`src/design/ccu_pkg.sv`:
```
// Constants shared by the capture/compare/PWM unit and its bench.
package ccu_pkg;
    // Register byte addresses on the bus.
    localparam logic [7:0] CCU_OFF_CTRL   = 8'h00;
    localparam logic [7:0] CCU_OFF_VALLO  = 8'h04;
    localparam logic [7:0] CCU_OFF_VALHI  = 8'h08;
    localparam logic [7:0] CCU_OFF_FLAG   = 8'h0C;
    localparam logic [7:0] CCU_OFF_IEN    = 8'h10;
    localparam logic [7:0] CCU_OFF_PERIOD = 8'h14;
    localparam logic [7:0] CCU_OFF_PIN    = 8'h18;
    localparam logic [7:0] CCU_OFF_PWMTB  = 8'h1C;

    // Field positions.
    localparam int CCU_CTRL_MODE_LSB = 0;
    localparam int CCU_CTRL_MODE_MSB = 3;
    localparam int CCU_CTRL_DUTY_LSB = 4;
    localparam int CCU_CTRL_DUTY_MSB = 5;
    localparam int CCU_FLAG_EVENT    = 2;
    localparam int CCU_IEN_EVENT     = 2;
    localparam int CCU_PIN_DIR       = 0;
    localparam int CCU_PIN_DATA      = 1;
    localparam int CCU_PIN_TB_ON     = 2;

    // Reset values.
    localparam logic [7:0] CCU_RST_CTRL   = 8'h00;
    localparam logic [7:0] CCU_RST_VAL    = 8'h00;
    localparam logic [7:0] CCU_RST_PERIOD = 8'hFF;
    localparam logic [7:0] CCU_RST_PIN    = 8'h01;

    // Mode codes.
    localparam logic [3:0] CCU_MODE_OFF    = 4'h0;
    localparam logic [3:0] CCU_MODE_CAPF   = 4'h4;
    localparam logic [3:0] CCU_MODE_CAPR   = 4'h5;
    localparam logic [3:0] CCU_MODE_CAP16  = 4'h6;
    localparam logic [3:0] CCU_MODE_CAP4   = 4'h7;
    localparam logic [3:0] CCU_MODE_CMPHI  = 4'h8;
    localparam logic [3:0] CCU_MODE_CMPLO  = 4'h9;
    localparam logic [3:0] CCU_MODE_CMPIRQ = 4'hA;
    localparam logic [3:0] CCU_MODE_CMPTRG = 4'hB;

    // Prescaler terminal counts and PWM phase wrap.
    localparam logic [3:0] CCU_PS_LAST16 = 4'hF;
    localparam logic [1:0] CCU_PS_LAST4  = 2'h3;
    localparam logic [1:0] CCU_PH_LAST   = 2'h3;
endpackage : ccu_pkg

```
`src/design/ccu_unit.sv`:
```
// Capture/compare/PWM unit with a classic Wishbone register slave.
//
// Chosen here: the register offsets and register access over Wishbone.
`timescale 1ns/1ps
`default_nettype none

module ccu_unit #(
    parameter bit SECOND_UNIT = 1'b0
) (
    input  wire logic                clk_i,
    input  wire logic                rst_i,
    input  wire logic                ce_i,
    input  wire logic                wb_cyc_i,
    input  wire logic                wb_stb_i,
    input  wire logic                wb_we_i,
    input  wire logic [7:0]          wb_adr_i,
    input  wire logic [3:0]          wb_sel_i,
    input  wire logic [31:0]         wb_dat_i,
    output logic      [31:0]         wb_dat_o,
    output logic                     wb_ack_o,
    input  wire logic [15:0]         timebase_i,
    input  wire logic                adc_enabled_i,
    output logic                     timebase_clear_o,
    output logic                     adc_start_o,
    output logic                     irq_o,
    input  wire logic                pin_i,
    output logic                     pin_o,
    output logic                     pin_oe_o
);
    import ccu_pkg::*;

    ////////////////////////////////////////////////////////////////////////
    logic [7:0]  ctrl_r;
    logic [7:0]  val_lo_r;
    logic [7:0]  val_hi_r;
    logic        flag_r;
    logic        ien_r;
    logic [7:0]  period_r;
    logic [7:0]  pinreg_r;
    logic        ack_r;
    logic [31:0] rdat_r;
    logic        sync1_r;
    logic        sync2_r;
    logic        lvl_prev_r;
    logic [3:0]  pscnt_r;
    logic        matched_r;
    logic        out_r;
    logic        trig_r;
    logic        adc_r;
    logic [7:0]  tmr8_r;
    logic [1:0]  phase_r;
    logic [9:0]  duty_buf_r;

    wire logic [3:0] mode      = ctrl_r[CCU_CTRL_MODE_MSB:CCU_CTRL_MODE_LSB];
    wire logic       is_off    = (mode == CCU_MODE_OFF);
    wire logic       is_cap    = (mode[3:2] == 2'b01);
    wire logic       is_cmp    = (mode[3:2] == 2'b10);
    wire logic       is_pwm    = (mode[3:2] == 2'b11);
    wire logic       pin_input = pinreg_r[CCU_PIN_DIR];
    wire logic       tb_on     = pinreg_r[CCU_PIN_TB_ON];

    // Bus decode.
    wire logic       wb_req   = wb_cyc_i & wb_stb_i;
    wire logic       wr_cmt   = wb_req & ack_r & wb_we_i & wb_sel_i[0] & ce_i;
    wire logic [7:0] wr_byte  = wb_dat_i[7:0];
    wire logic       wr_ctrl  = wr_cmt & (wb_adr_i == CCU_OFF_CTRL);
    wire logic       wr_vallo = wr_cmt & (wb_adr_i == CCU_OFF_VALLO);
    wire logic       wr_valhi = wr_cmt & (wb_adr_i == CCU_OFF_VALHI) & ~is_pwm;
    wire logic       wr_flag  = wr_cmt & (wb_adr_i == CCU_OFF_FLAG);
    wire logic       wr_ien   = wr_cmt & (wb_adr_i == CCU_OFF_IEN);
    wire logic       wr_per   = wr_cmt & (wb_adr_i == CCU_OFF_PERIOD);
    wire logic       wr_pin   = wr_cmt & (wb_adr_i == CCU_OFF_PIN);

    wire logic [7:0] rd_byte =
        (wb_adr_i == CCU_OFF_CTRL)   ? {2'b00, ctrl_r[5:0]} :
        (wb_adr_i == CCU_OFF_VALLO)  ? val_lo_r :
        (wb_adr_i == CCU_OFF_VALHI)  ? val_hi_r :
        (wb_adr_i == CCU_OFF_FLAG)   ? (8'h00 | ({7'h00, flag_r} << CCU_FLAG_EVENT)) :
        (wb_adr_i == CCU_OFF_IEN)    ? (8'h00 | ({7'h00, ien_r} << CCU_IEN_EVENT)) :
        (wb_adr_i == CCU_OFF_PERIOD) ? period_r :
        (wb_adr_i == CCU_OFF_PIN)    ? {5'h00, pinreg_r[2:0]} :
        (wb_adr_i == CCU_OFF_PWMTB)  ? tmr8_r : 8'h00;

    ////////////////////////////////////////////////////////////////////////
    // Pin level seen by the edge detector; an output pin follows its own drive.
    wire logic pin_drv = (is_cmp | is_pwm) ? out_r : pinreg_r[CCU_PIN_DATA];
    wire logic lvl     = pin_input ? sync2_r : pin_drv;
    wire logic rise    = lvl & ~lvl_prev_r;
    wire logic fall    = ~lvl & lvl_prev_r;

    wire logic cap_ev  = ((mode == CCU_MODE_CAPF)  & fall) |
                         ((mode == CCU_MODE_CAPR)  & rise) |
                         ((mode == CCU_MODE_CAP16) & rise & (pscnt_r == CCU_PS_LAST16)) |
                         ((mode == CCU_MODE_CAP4)  & rise & (pscnt_r[1:0] == CCU_PS_LAST4));

    // Compare fires once per timebase value, even with the timebase stopped.
    wire logic tb_eq   = (timebase_i == {val_hi_r, val_lo_r});
    wire logic cmp_ev  = is_cmp & tb_eq & ~matched_r;
    wire logic trig_ev = cmp_ev & (mode == CCU_MODE_CMPTRG);

    // PWM timer steps once per four phase counts.
    wire logic tmr_step = is_pwm & tb_on & (phase_r == CCU_PH_LAST);
    wire logic per_end  = tmr_step & (tmr8_r == period_r);
    wire logic [9:0] duty_new = {val_lo_r, ctrl_r[CCU_CTRL_DUTY_MSB:CCU_CTRL_DUTY_LSB]};
    // The latch is registered, so the next count is matched and the high time is exactly the duty value.
    wire logic [9:0] pwm_pos_nxt = {tmr8_r, phase_r} + 10'h001;
    wire logic duty_hit = is_pwm & tb_on & (pwm_pos_nxt == duty_buf_r);

    wire logic ctrl_zero = wr_ctrl & (wr_byte == 8'h00);

    ////////////////////////////////////////////////////////////////////////
    // Bus slave: ack one cycle after the request, commit on the ack edge.
    always_ff @(posedge clk_i) begin
        if (rst_i) begin
            ack_r  <= 1'b0;
            rdat_r <= 32'h0000_0000;
        end else if (ce_i) begin
            ack_r  <= wb_req & ~ack_r;
            rdat_r <= {24'h00_0000, rd_byte};
        end
    end

    always_ff @(posedge clk_i) begin
        if (rst_i) begin
            ctrl_r   <= CCU_RST_CTRL;
            ien_r    <= 1'b0;
            period_r <= CCU_RST_PERIOD;
            pinreg_r <= CCU_RST_PIN;
        end else if (ce_i) begin
            if (wr_ctrl) ctrl_r   <= {2'b00, wr_byte[5:0]};
            if (wr_ien)  ien_r    <= wr_byte[CCU_IEN_EVENT];
            if (wr_per)  period_r <= wr_byte;
            if (wr_pin)  pinreg_r <= {5'h00, wr_byte[2:0]};
        end
    end

    // Value register: capture overwrites without any overrun mark.
    always_ff @(posedge clk_i) begin
        if (rst_i) begin
            val_lo_r <= CCU_RST_VAL;
            val_hi_r <= CCU_RST_VAL;
        end else if (ce_i) begin
            if (is_cap & cap_ev) begin
                val_lo_r <= timebase_i[7:0];
                val_hi_r <= timebase_i[15:8];
            end else begin
                if (wr_vallo) val_lo_r <= wr_byte;
                if (wr_valhi) val_hi_r <= wr_byte;
                if (per_end)  val_hi_r <= val_lo_r;
            end
        end
    end

    // Event flag: a hardware set wins over a software clear in the same cycle.
    always_ff @(posedge clk_i) begin
        if (rst_i) begin
            flag_r <= 1'b0;
        end else if (ce_i) begin
            if ((is_cap & cap_ev) | cmp_ev) flag_r <= 1'b1;
            else if (wr_flag)               flag_r <= wr_byte[CCU_FLAG_EVENT];
        end
    end

    ////////////////////////////////////////////////////////////////////////
    always_ff @(posedge clk_i) begin
        if (rst_i) begin
            sync1_r    <= 1'b0;
            sync2_r    <= 1'b0;
            lvl_prev_r <= 1'b0;
        end else if (ce_i) begin
            sync1_r    <= pin_i;
            sync2_r    <= sync1_r;
            lvl_prev_r <= lvl;
        end
    end

    // Prescaler keeps counting across capture-to-capture mode switches.
    always_ff @(posedge clk_i) begin
        if (rst_i) begin
            pscnt_r <= 4'h0;
        end else if (ce_i) begin
            if (!is_cap)   pscnt_r <= 4'h0;
            else if (rise) pscnt_r <= pscnt_r + 4'h1;
        end
    end

    always_ff @(posedge clk_i) begin
        if (rst_i) begin
            matched_r <= 1'b0;
            trig_r    <= 1'b0;
            adc_r     <= 1'b0;
        end else if (ce_i) begin
            matched_r <= is_cmp & tb_eq;
            trig_r    <= trig_ev;
            adc_r     <= trig_ev & SECOND_UNIT & adc_enabled_i;
        end
    end

    // Output latch shared by compare and PWM.
    always_ff @(posedge clk_i) begin
        if (rst_i) begin
            out_r <= 1'b0;
        end else if (ce_i) begin
            if (ctrl_zero | is_off)                              out_r <= 1'b0;
            else if (cmp_ev & (mode == CCU_MODE_CMPHI))          out_r <= 1'b1;
            else if (cmp_ev & (mode == CCU_MODE_CMPLO))          out_r <= 1'b0;
            else if (per_end)                                    out_r <= (duty_new != 10'h000);
            else if (duty_hit)                                   out_r <= 1'b0;
        end
    end

    // PWM timebase and double-buffered duty.
    always_ff @(posedge clk_i) begin
        if (rst_i) begin
            tmr8_r     <= 8'h00;
            phase_r    <= 2'h0;
            duty_buf_r <= 10'h000;
        end else if (ce_i) begin
            if (!is_pwm) begin
                tmr8_r     <= 8'h00;
                phase_r    <= 2'h0;
                duty_buf_r <= 10'h000;
            end else if (tb_on) begin
                phase_r <= phase_r + 2'h1;
                if (per_end) begin
                    tmr8_r     <= 8'h00;
                    duty_buf_r <= duty_new;
                end else if (tmr_step) begin
                    tmr8_r <= tmr8_r + 8'h01;
                end
            end
        end
    end

    ////////////////////////////////////////////////////////////////////////
    // Timebase clear is a separate strobe so the timer does not see a wrap.
    assign timebase_clear_o = trig_r;
    assign adc_start_o      = adc_r;
    assign irq_o            = flag_r & ien_r;
    assign pin_o            = pin_drv;
    assign pin_oe_o         = ~pin_input;
    assign wb_ack_o         = ack_r;
    assign wb_dat_o         = rdat_r;
endmodule : ccu_unit

`default_nettype wire

```
`config.mk`:
```
export PLATFORM = sky130hd
export DESIGN_NAME = ccu_unit
export DESIGN_NICKNAME = d
export VERILOG_FILES = /design/src/design/ccu_pkg.sv /design/src/design/ccu_unit.sv
export SDC_FILE = /design/constraint.sdc
export NUM_CORES = 1
export LEC_CHECK = 0
export ABC_AREA = 1
export BUFFER_PORTS_ARGS = -buffer_cell sky130_fd_sc_hd__buf_2
export CAP_MARGIN = 0
export CELL_PAD_IN_SITES_DETAIL_PLACEMENT = 0
export CELL_PAD_IN_SITES_GLOBAL_PLACEMENT = 1
export CORE_UTILIZATION = 38
export DETAILED_ROUTE_END_ITERATION = 6
export PLACE_DENSITY_LB_ADDON = 0.3
export SLEW_MARGIN = 15
export SYNTH_ARGS = -nofsm -noshare
export SYNTH_HDL_FRONTEND = slang
export SYNTH_SLANG_ARGS = --single-unit
export TNS_END_PERCENT = 20
```
`constraint.sdc`:
```
create_clock -name clk_i -period 2 [get_ports clk_i]
set_input_delay 0.2 -clock clk_i [delete_from_list [all_inputs] [get_ports clk_i]]
set_output_delay 0.2 -clock clk_i [all_outputs]
set_load 0.05 [all_outputs]
```
==> results list, run 1 <==
- The synthesized design contains 74 register bits.
* Max-capacitance violation count: 0
- Once detailed placement completed, the half-perimeter wirelength came to 11000 um.
- Clock insertion delay at the later pin of the skew report: approximately 0.34 ns
- Total chip power: 3.40 mW
- Counting every sink on the clock net gives 74.
* Crit path buffers/inverters: 3
- Area Overhead vs Synth: 16.7%
* Gate family responsible for the most delay along the worst path: simple AND/OR/NAND/NOR gates
- Primary flip-flop cell chosen by synthesis mapping: sky130_fd_sc_hd__dfxtp_1
- Vias in the first global route: between 4000 and 5000
* RSZ-0062 raised after global routing: true
- Final worst-path cycle share: 0.941
- The total count of max-transition violations in the final report was 0.
- TritonCTS built the clock tree.
* Seq. cell area: around 1500 um^2
- Total power divided by cell area: around 630 nW/um^2
* Delay contributed by the slowest stage of the critical path: 0.37 ns
- Hold/Removal Path Class: input pin to register
- At the end of routability-driven placement, the weighted congestion stood at roughly 0.89.
* Worst Setup Path Type: register to register
* Mean cell area of the mapped netlist: around 6.5 um^2
* Fraction of final layout cells sized beyond drive strength 1: 0.144
* Die Outline Area: approximately 13000 um^2
- From bottom edge to top edge, the die measures roughly 110 um.
- Outcome: complete, but fails checks
- Dividing the detail-routed wire length by the instance count gives between 15 and 20 um.
- The cell area that synthesis handed to floorplanning was 4620 um^2.
* Number of antenna-violating nets in the routed design: 0
- Worst-case setup slack after placement: 0.0741 ns
* Yosys cell types: between 40 and 50
* Post-Route WL: ~14000 um
* Clock buffers created by TritonCTS: 9
* Via count: a little under 5000
* Final routed DRC violation total: 3
* Final Worst Setup Slack: roughly 0.12 ns
- Clock skew on the completed layout was measured at roughly 0.0063 ns.
* Number of primary I/O pins: 106
- Root buffer cell: sky130_fd_sc_hd__clkbuf_16
- After the first detailed-routing iteration, the DRC count stood at between 300 and 400.
- The core region is around 12000 um^2.
- The number of antenna violations at the first check in global routing came to 0.
- The worst setup path is captured at a register.
- In this run the worst path has a maximum fanout of 10.
* Data required time at the worst endpoint: roughly 2.2 ns
- Final hold violations: 0
- Global-route total usage across every layer: 0.233
* First-pass iteration count of the detailed router: 7
- N_diodes: 0
- CP Launch Type: register
- Initial core utilization: 0.398
- Clk pin slew, worst setup/hold paths: roughly 0.06 ns
- Fill cells in the final layout number 1252.
- Wire length of the first global-routing pass: approximately 23000 um
- Counting I/O delays and the setup requirement, the final critical path takes 1.88 ns.
- Crit-path cells: inv_1 > nand2_1 > inv_1 > a21oi_1 > or2_1 > o21ai_4 > nand2_4 > buf_4 > nand2_1 > nor2_1 > nor3_1 > nor2_1
* Violated checks: design-rule violations
- VDD sags by at most between 400 and 500 uV.
- Port buffering added 52 buffers.
- The clock tree synthesis step divided the H-tree into 3 levels.
- Register area share after synthesis: 0.321
* Worst slew pin tran: 0.871 ns
- CP arrival: between 2 and 2.5 ns
- In this run the tightest slew margin relative to its limit is 0.419.
- After floorplanning, the core was divided into 39 placement rows.
* Total leakage power: about 2.4 nW
* Number of buffers between clock root and the deepest sink: 2
- Slowest cell on the critical path: sky130_fd_sc_hd__dfxtp_1
- In this run the horizontal extent of the chip is 112 um.
- Vias/cell: 5.15
- Setup violations remaining at the end of the flow were counted as 0.
- Adding up every negative setup slack in the final design gives 0 ns.
- Number of enable-type register cells in the synthesized netlist: 0
* Number of synthesis warnings: 0
- Hold is met by about 0.086 ns.
- At the end of the flow the core is filled with cells to 0.464.
- Total gr overflow: 0
- The net count of the finished layout is ~860.
* Pin count of the biggest net entering global routing: 45
* Post-Syn Instances: between 700 and 800
* Hold buffer count at cts: 0
- Upper clock frequency limit: 531 MHz
* Proportion of register bits with asynchronous set or reset after synthesis: 0
* Area of the multi-input gates: 2560 um^2
-- state kept, by name (all words and copies together), names as in the netlist --
| register | cells |
|---|---|
| ctrl_r | 6 |
| duty_buf_r | 10 |
| flag_r | 1 |
| ien_r | 1 |
| lvl_prev_r | 1 |
| matched_r | 1 |
| out_r | 1 |
| period_r | 8 |
| phase_r | 2 |
| pinreg_r | 3 |
| pscnt_r | 4 |
| sync1_r | 1 |
| sync2_r | 1 |
| timebase_clear_o | 1 |
| tmr8_r | 8 |
| val_hi_r | 8 |
| val_lo_r | 8 |
| wb_ack_o | 1 |
| wb_dat_o | 8 |
-- layer usage --
| layer | vias up | part of all wire | wire (um) | track usage |
|---|---|---|---|---|
| li1 | 2410 | - | - | - |
| met2 | 156 | 0.44 | 6260 | 0.371 |
| met4 | 0 | 0.020 | 281 | 0.0924 |
| met1 | 2219 | 0.47 | 6670 | 0.317 |
| met3 | 17 | 0.063 | 894 | 0.0373 |
| met5 | - | 0 | 0 | 0 |
-- layout make-up --
cell class,instances,area share
multi-input cells,515,0.475
clock inverters,2,0.00232
clock buffers,13,0.0483
well taps,143,0.0332
flip-flops and latches,74,0.276
repair buffers,87,0.0971
inverters,98,0.0683
-- cell usage after synthesis (2+ instances only) --
master,number,area share
sky130_fd_sc_hd__nand2_1,162,0.13
sky130_fd_sc_hd__o221ai_1,2,0.0038
sky130_fd_sc_hd__o211ai_1,12,0.020
sky130_fd_sc_hd__inv_1,97,0.079
sky130_fd_sc_hd__o2111ai_1,5,0.0095
sky130_fd_sc_hd__nand2_4,2,0.0049
sky130_fd_sc_hd__buf_2,5,0.0054
sky130_fd_sc_hd__a22oi_1,6,0.0098
sky130_fd_sc_hd__nor3_1,10,0.011
sky130_fd_sc_hd__nand3_1,37,0.040
sky130_fd_sc_hd__buf_1,2,0.0016
sky130_fd_sc_hd__o21ai_1,3,0.0033
sky130_fd_sc_hd__xor2_1,6,0.011
sky130_fd_sc_hd__a211oi_1,3,0.0049
sky130_fd_sc_hd__a221oi_1,2,0.0038
sky130_fd_sc_hd__nand4_1,12,0.016
sky130_fd_sc_hd__xnor2_1,14,0.027
sky130_fd_sc_hd__ha_1,4,0.011
sky130_fd_sc_hd__nor2_1,81,0.066
sky130_fd_sc_hd__o22ai_1,4,0.0054
sky130_fd_sc_hd__buf_4,27,0.044
sky130_fd_sc_hd__a21oi_1,55,0.060
sky130_fd_sc_hd__buf_6,4,0.0098
sky130_fd_sc_hd__clkbuf_1,9,0.0073
sky130_fd_sc_hd__o21ai_0,46,0.050
sky130_fd_sc_hd__dfxtp_1,74,0.32
sky130_fd_sc_hd__nor4_1,5,0.0068
-- cells in the final DEF (no fill, tap or decap), types with 3 or more instances in the layout --
cell type,instances
sky130_fd_sc_hd__ha_1,4
sky130_fd_sc_hd__o211ai_1,12
sky130_fd_sc_hd__nor4_1,5
sky130_fd_sc_hd__o22ai_1,4
sky130_fd_sc_hd__clkbuf_16,9
sky130_fd_sc_hd__o2111ai_1,5
sky130_fd_sc_hd__conb_1,25
sky130_fd_sc_hd__buf_4,35
sky130_fd_sc_hd__xnor2_1,14
sky130_fd_sc_hd__dfxtp_2,3
sky130_fd_sc_hd__a21oi_1,55
sky130_fd_sc_hd__nand2_1,161
sky130_fd_sc_hd__nor2_1,81
sky130_fd_sc_hd__nand2_4,3
sky130_fd_sc_hd__buf_2,52
sky130_fd_sc_hd__o21ai_0,44
sky130_fd_sc_hd__dfxtp_1,71
sky130_fd_sc_hd__xor2_1,6
sky130_fd_sc_hd__inv_1,97
sky130_fd_sc_hd__a22oi_1,6
sky130_fd_sc_hd__nand4_1,12
sky130_fd_sc_hd__o21ai_1,5
sky130_fd_sc_hd__a211oi_1,3
sky130_fd_sc_hd__nor3_1,10
sky130_fd_sc_hd__nand3_1,37
-- metrics by stage --
step / area [um^2] / std cells
6_report: 5390 / 932
2_1_floorplan: 4710 / 734
3_3_place_gp: 5090 / 915
4_1_cts: 5360 / 930
3_5_place_dp: 5090 / 915
5_1_grt: 5390 / 932
-- what timing repair did --
item	CTS	global route
endpoints found under the hold margin	0	0
gates resized for setup	0	8
endpoints found under the setup margin	0	29
buffers inserted	0	2
-- cells by family (layout without fill, tap and decap cells) --
group | after synthesis | count (layout) | share of synthesized area
simple gates | 320 | 320 | 0.297
compound gates | 146 | 146 | 0.185
buf+inv | 145 | 200 | 0.148
flops | 74 | 74 | 0.321
xor+xnor | 20 | 20 | 0.0379
fa+ha+maj | 4 | 4 | 0.0108
other cells | 1 | 25 | 0.000812
-- tightest hold or removal path, cell delays in order --
cell and delay, ns:
sky130_fd_sc_hd__buf_2 0.08, sky130_fd_sc_hd__nor2_1 0.03, sky130_fd_sc_hd__nor2_1 0.08
-- final timing paths --
check,startpoint,end,slack [ns],cells after the start
min,pin_i,sync1_r,0.09,3
max reg2reg,ctrl_r[1],val_hi_r[1],0.12,12
max,ctrl_r[1],val_hi_r[1],0.12,12
min reg2reg,timebase_clear_o,timebase_clear_o,0.47,2
-- power by group --
| part | total (mW) | internal (mW) | leakage, nW | switching [mW] |
|---|---|---|---|---|
| combinational | 0.378 | 0.0937 | 1.72 | 0.284 |
| sequential | 1.50 | 1.49 | 0.600 | 0.00968 |
| clock | 1.52 | 0.900 | 0.132 | 0.622 |
No activity file was read; power rests on OpenSTA's default activity.
==> run 2, diff against run 1 <==
clock period = 2.1 ns   (was 2 ns; I/O delays follow)
==> run 2 against run 1 <==
Effect of this change: the flow still finishes with violations (design-rule violations); sequential power is 5% lower; critical endpoint is now val_lo_r[7]; largest cell class unchanged; clock power rose by 11%; combinational power shrank 3%; fmax decreased by 4.1%; non-clock buffer count shrank 4; register-to-register slack gained 0.02 ns.
==> results list, run 2 (synthesis results as in run 1) <==
- The most critical setup path has its endpoint at val_lo_r[7].
* First-pass iteration count of the detailed router: 7 (unchanged)
- Total power divided by cell area: 642 nW/um^2 (+1.8%)
- From synthesis to final layout, the design area changed by 17.3%.
- The endpoint identified for the worst register-to-register timing path is val_lo_r[7].
- CP arrival: 2.24 ns (+0.13 ns)
- CP endpoint kind: register
- Routability congestion estimate: 0.904 (+2.1%)
- The root buffer cell chosen for the clock tree is sky130_fd_sc_hd__clkbuf_16.
- The x dimension of the die was 112 um (unchanged).
* Fraction of final layout cells sized beyond drive strength 1: 0.148 (+0.00310)
- The required time of the critical path was 2.38 ns (+0.15 ns).
- The post-route setup TNS is 0 ns (unchanged).
- The time the final worst path needs with I/O delays and setup came to 1.96 ns (+0.0811 ns).
- The standard-cell row count came to 39 (unchanged).
- Violated checks: design-rule violations
- Setup skew after layout: 0.00527 ns (-0.00105 ns)
* Die Outline Area: 12600 um^2 (unchanged)
- Highest ir drop seen on vdd: 574 uV (+20%)
* Final Worst Setup Slack: 0.137 ns (+0.0189 ns)
* Nets@finish: 853 (-0.47%)
- FF-to-FF setup slack: 0.14 ns (+0.02 ns)
- H-tree lvl count: 3 (unchanged)
* Initial antenna violation count: 0 (unchanged)
- Vias in the first global route: 4576 (+4.4%)
- The total count of max-transition violations in the final report was 0 (unchanged).
- Leading cell types in the layout, fill and taps excluded: sky130_fd_sc_hd__nand2_1 (162), sky130_fd_sc_hd__inv_1 (97), sky130_fd_sc_hd__nor2_1 (80)
- The tightest min-delay check is of the input pin to register type.
- The maximum clock frequency was 509 MHz (-4.1%).
- The total placed instance area was 5060 um^2 (-0.44%).
* Clk sink count: 74 (unchanged)
- Clock insertion delay at the later pin of the skew report: 0.35 ns (about the same)
- The filler cell count was 1220 (-2.6%).
- TritonCTS built the clock tree.
* Global-route total usage across every layer: 0.244 (+0.0108)
- Number of buffers between clock root and the deepest sink: 2 (unchanged)
- Pin count of the biggest net entering global routing: 44 (-2.2%)
* Iteration-0 DRC Markers: 361 (+4.0%)
- Number of I/O port buffers: 52 (unchanged)
- Vias/cell: 5.15 (about the same)
* Post-Route WL: 14600 um (+3.3%)
- The run finished, with violations left.
- Source of the worst hold timing path: pin_i
- Start point of the critical path: ctrl_r[0]
- The max-cap violation count was 0 (unchanged).
* Initial core utilization: 0.398 (unchanged)
- Max reg flops: 10 (unchanged)
* Final routed DRC violation total: 6 (+3)
* Detailed-route wire length per cell: 15.7 um (+3.7%)
- The final instance area was 5420 um^2 (+0.56%).
- The total global routing overflow came to 0 (unchanged).
- The critical path is of the register to register type.
* Biggest fanout along the worst timing path: 16 (+6)
- The final number of hold-violating endpoints came to 0 (unchanged).
- The detailed placer's ending HPWL came to 11200 um (+1.4%).
* Worst R2R Start: ctrl_r[0]
* Via count: 4788 (-0.29%)
- The number of top-level pins was 106 (unchanged).
* Final worst-path cycle share: 0.935 (-0.00621)
- Post-route insts no fill: 929 (-0.32%)
- Clock buffers created by TritonCTS: 9 (unchanged)
* N_diodes: 0 (unchanged)
* Share of the core filled with cells in the final layout: 0.466 (+0.00259)
- Depth of the worst register-to-register path: 10 (-2)
* CP Launch Type: register
* Wire length of the first global-routing pass: 23500 um (+4.3%)
* Core region area: 11600 um^2 (unchanged)
- Largest register by flop count: duty_buf_r
- Final setup violation count: 0 (unchanged)
* Most frequent standard cell in the layout excluding fill and tap cells: sky130_fd_sc_hd__nand2_1
- Die height: 112 um (unchanged)
- Final hold slack: 0.0779 ns (-0.00761 ns)
* Worst-case setup slack after placement: 0.0837 ns (+0.00954 ns)
- Worst slew pin tran: 0.888 ns (+0.0174 ns)
- Clk pin slew, worst setup/hold paths: 0.06 ns (about the same)
- The worst-case headroom to the max-slew limit was 0.408 (-0.0116).
- Total chip power: 3.48 mW (+2.4%)
- Placed Cells incl. Taps: 912 (-0.33%)
- The leakage power was 2.46 nW (+0.47%).
- Number of antenna-violating nets in the routed design: 0 (unchanged)
==> run 2: changes by cell type in the layout (fill, tap and decap cells not counted), moves of 2 or more <==
cell | previous run | this run
sky130_fd_sc_hd__buf_4 | 35 | 31
sky130_fd_sc_hd__bufinv_16 | 0 | 2
sky130_fd_sc_hd__clkbuf_8 | 2 | 0
sky130_fd_sc_hd__dfxtp_1 | 71 | 69
sky130_fd_sc_hd__dfxtp_2 | 3 | 5
==> run 2: worst max-delay path, cell delays in order (launching register included) <==
cell	delay, ns
sky130_fd_sc_hd__dfxtp_1	0.45
sky130_fd_sc_hd__nand2_1	0.09
sky130_fd_sc_hd__inv_1	0.08
sky130_fd_sc_hd__a21oi_1	0.04
sky130_fd_sc_hd__or2_1	0.25
sky130_fd_sc_hd__o21ai_4	0.21
sky130_fd_sc_hd__nand2_4	0.17
sky130_fd_sc_hd__buf_4	0.22
sky130_fd_sc_hd__o21ai_0	0.16
sky130_fd_sc_hd__o21ai_1	0.08
sky130_fd_sc_hd__a21oi_1	0.14
==> run 2: what timing repair did <==
action                     in CTS  in global routing
setup buffers                   0                  1
gates resized for setup         0                 12
setup endpoints to repair       0                 16
hold buffers                    0                  0
==> run 2: how the worst min path moves through the flow <==
stage	to	slack (ns)	depth (start not counted)
floorplan	pinreg_r[0]	0.34	2
global placement	sync1_r	0.44	3
detailed placement	sync1_r	0.44	3
CTS	sync1_r	0.07	3
global route	sync1_r	0.08	3
finish	sync1_r	0.08	3
==> run 2: area by class of cell <==
type,count,area [um^2],area share
Multi-Input combinational cell,515,2570,0.474
Sequential cell,74,1490,0.275
Timing Repair Buffer,83,493,0.0910
Inverter,98,368,0.0679
Clock buffer,10,229,0.0423
Tap cell,143,179,0.0330
Clock inverter,6,90.1,0.0166
==> run 2: per-layer routing <==
metal / wire length, um / vias to the layer above / track usage
li1: - / 2402 / -
met4: 213 / 0 / 0.0667
met2: 6580 / 187 / 0.396
met1: 6750 / 2181 / 0.321
met3: 1040 / 18 / 0.0632
met5: 0 / - / 0
==> run 2: report_power, final <==
group	switching, mW	internal [mW]
sequential	0.00968	1.42
clock	0.641	1.04
combinational	0.274	0.0910
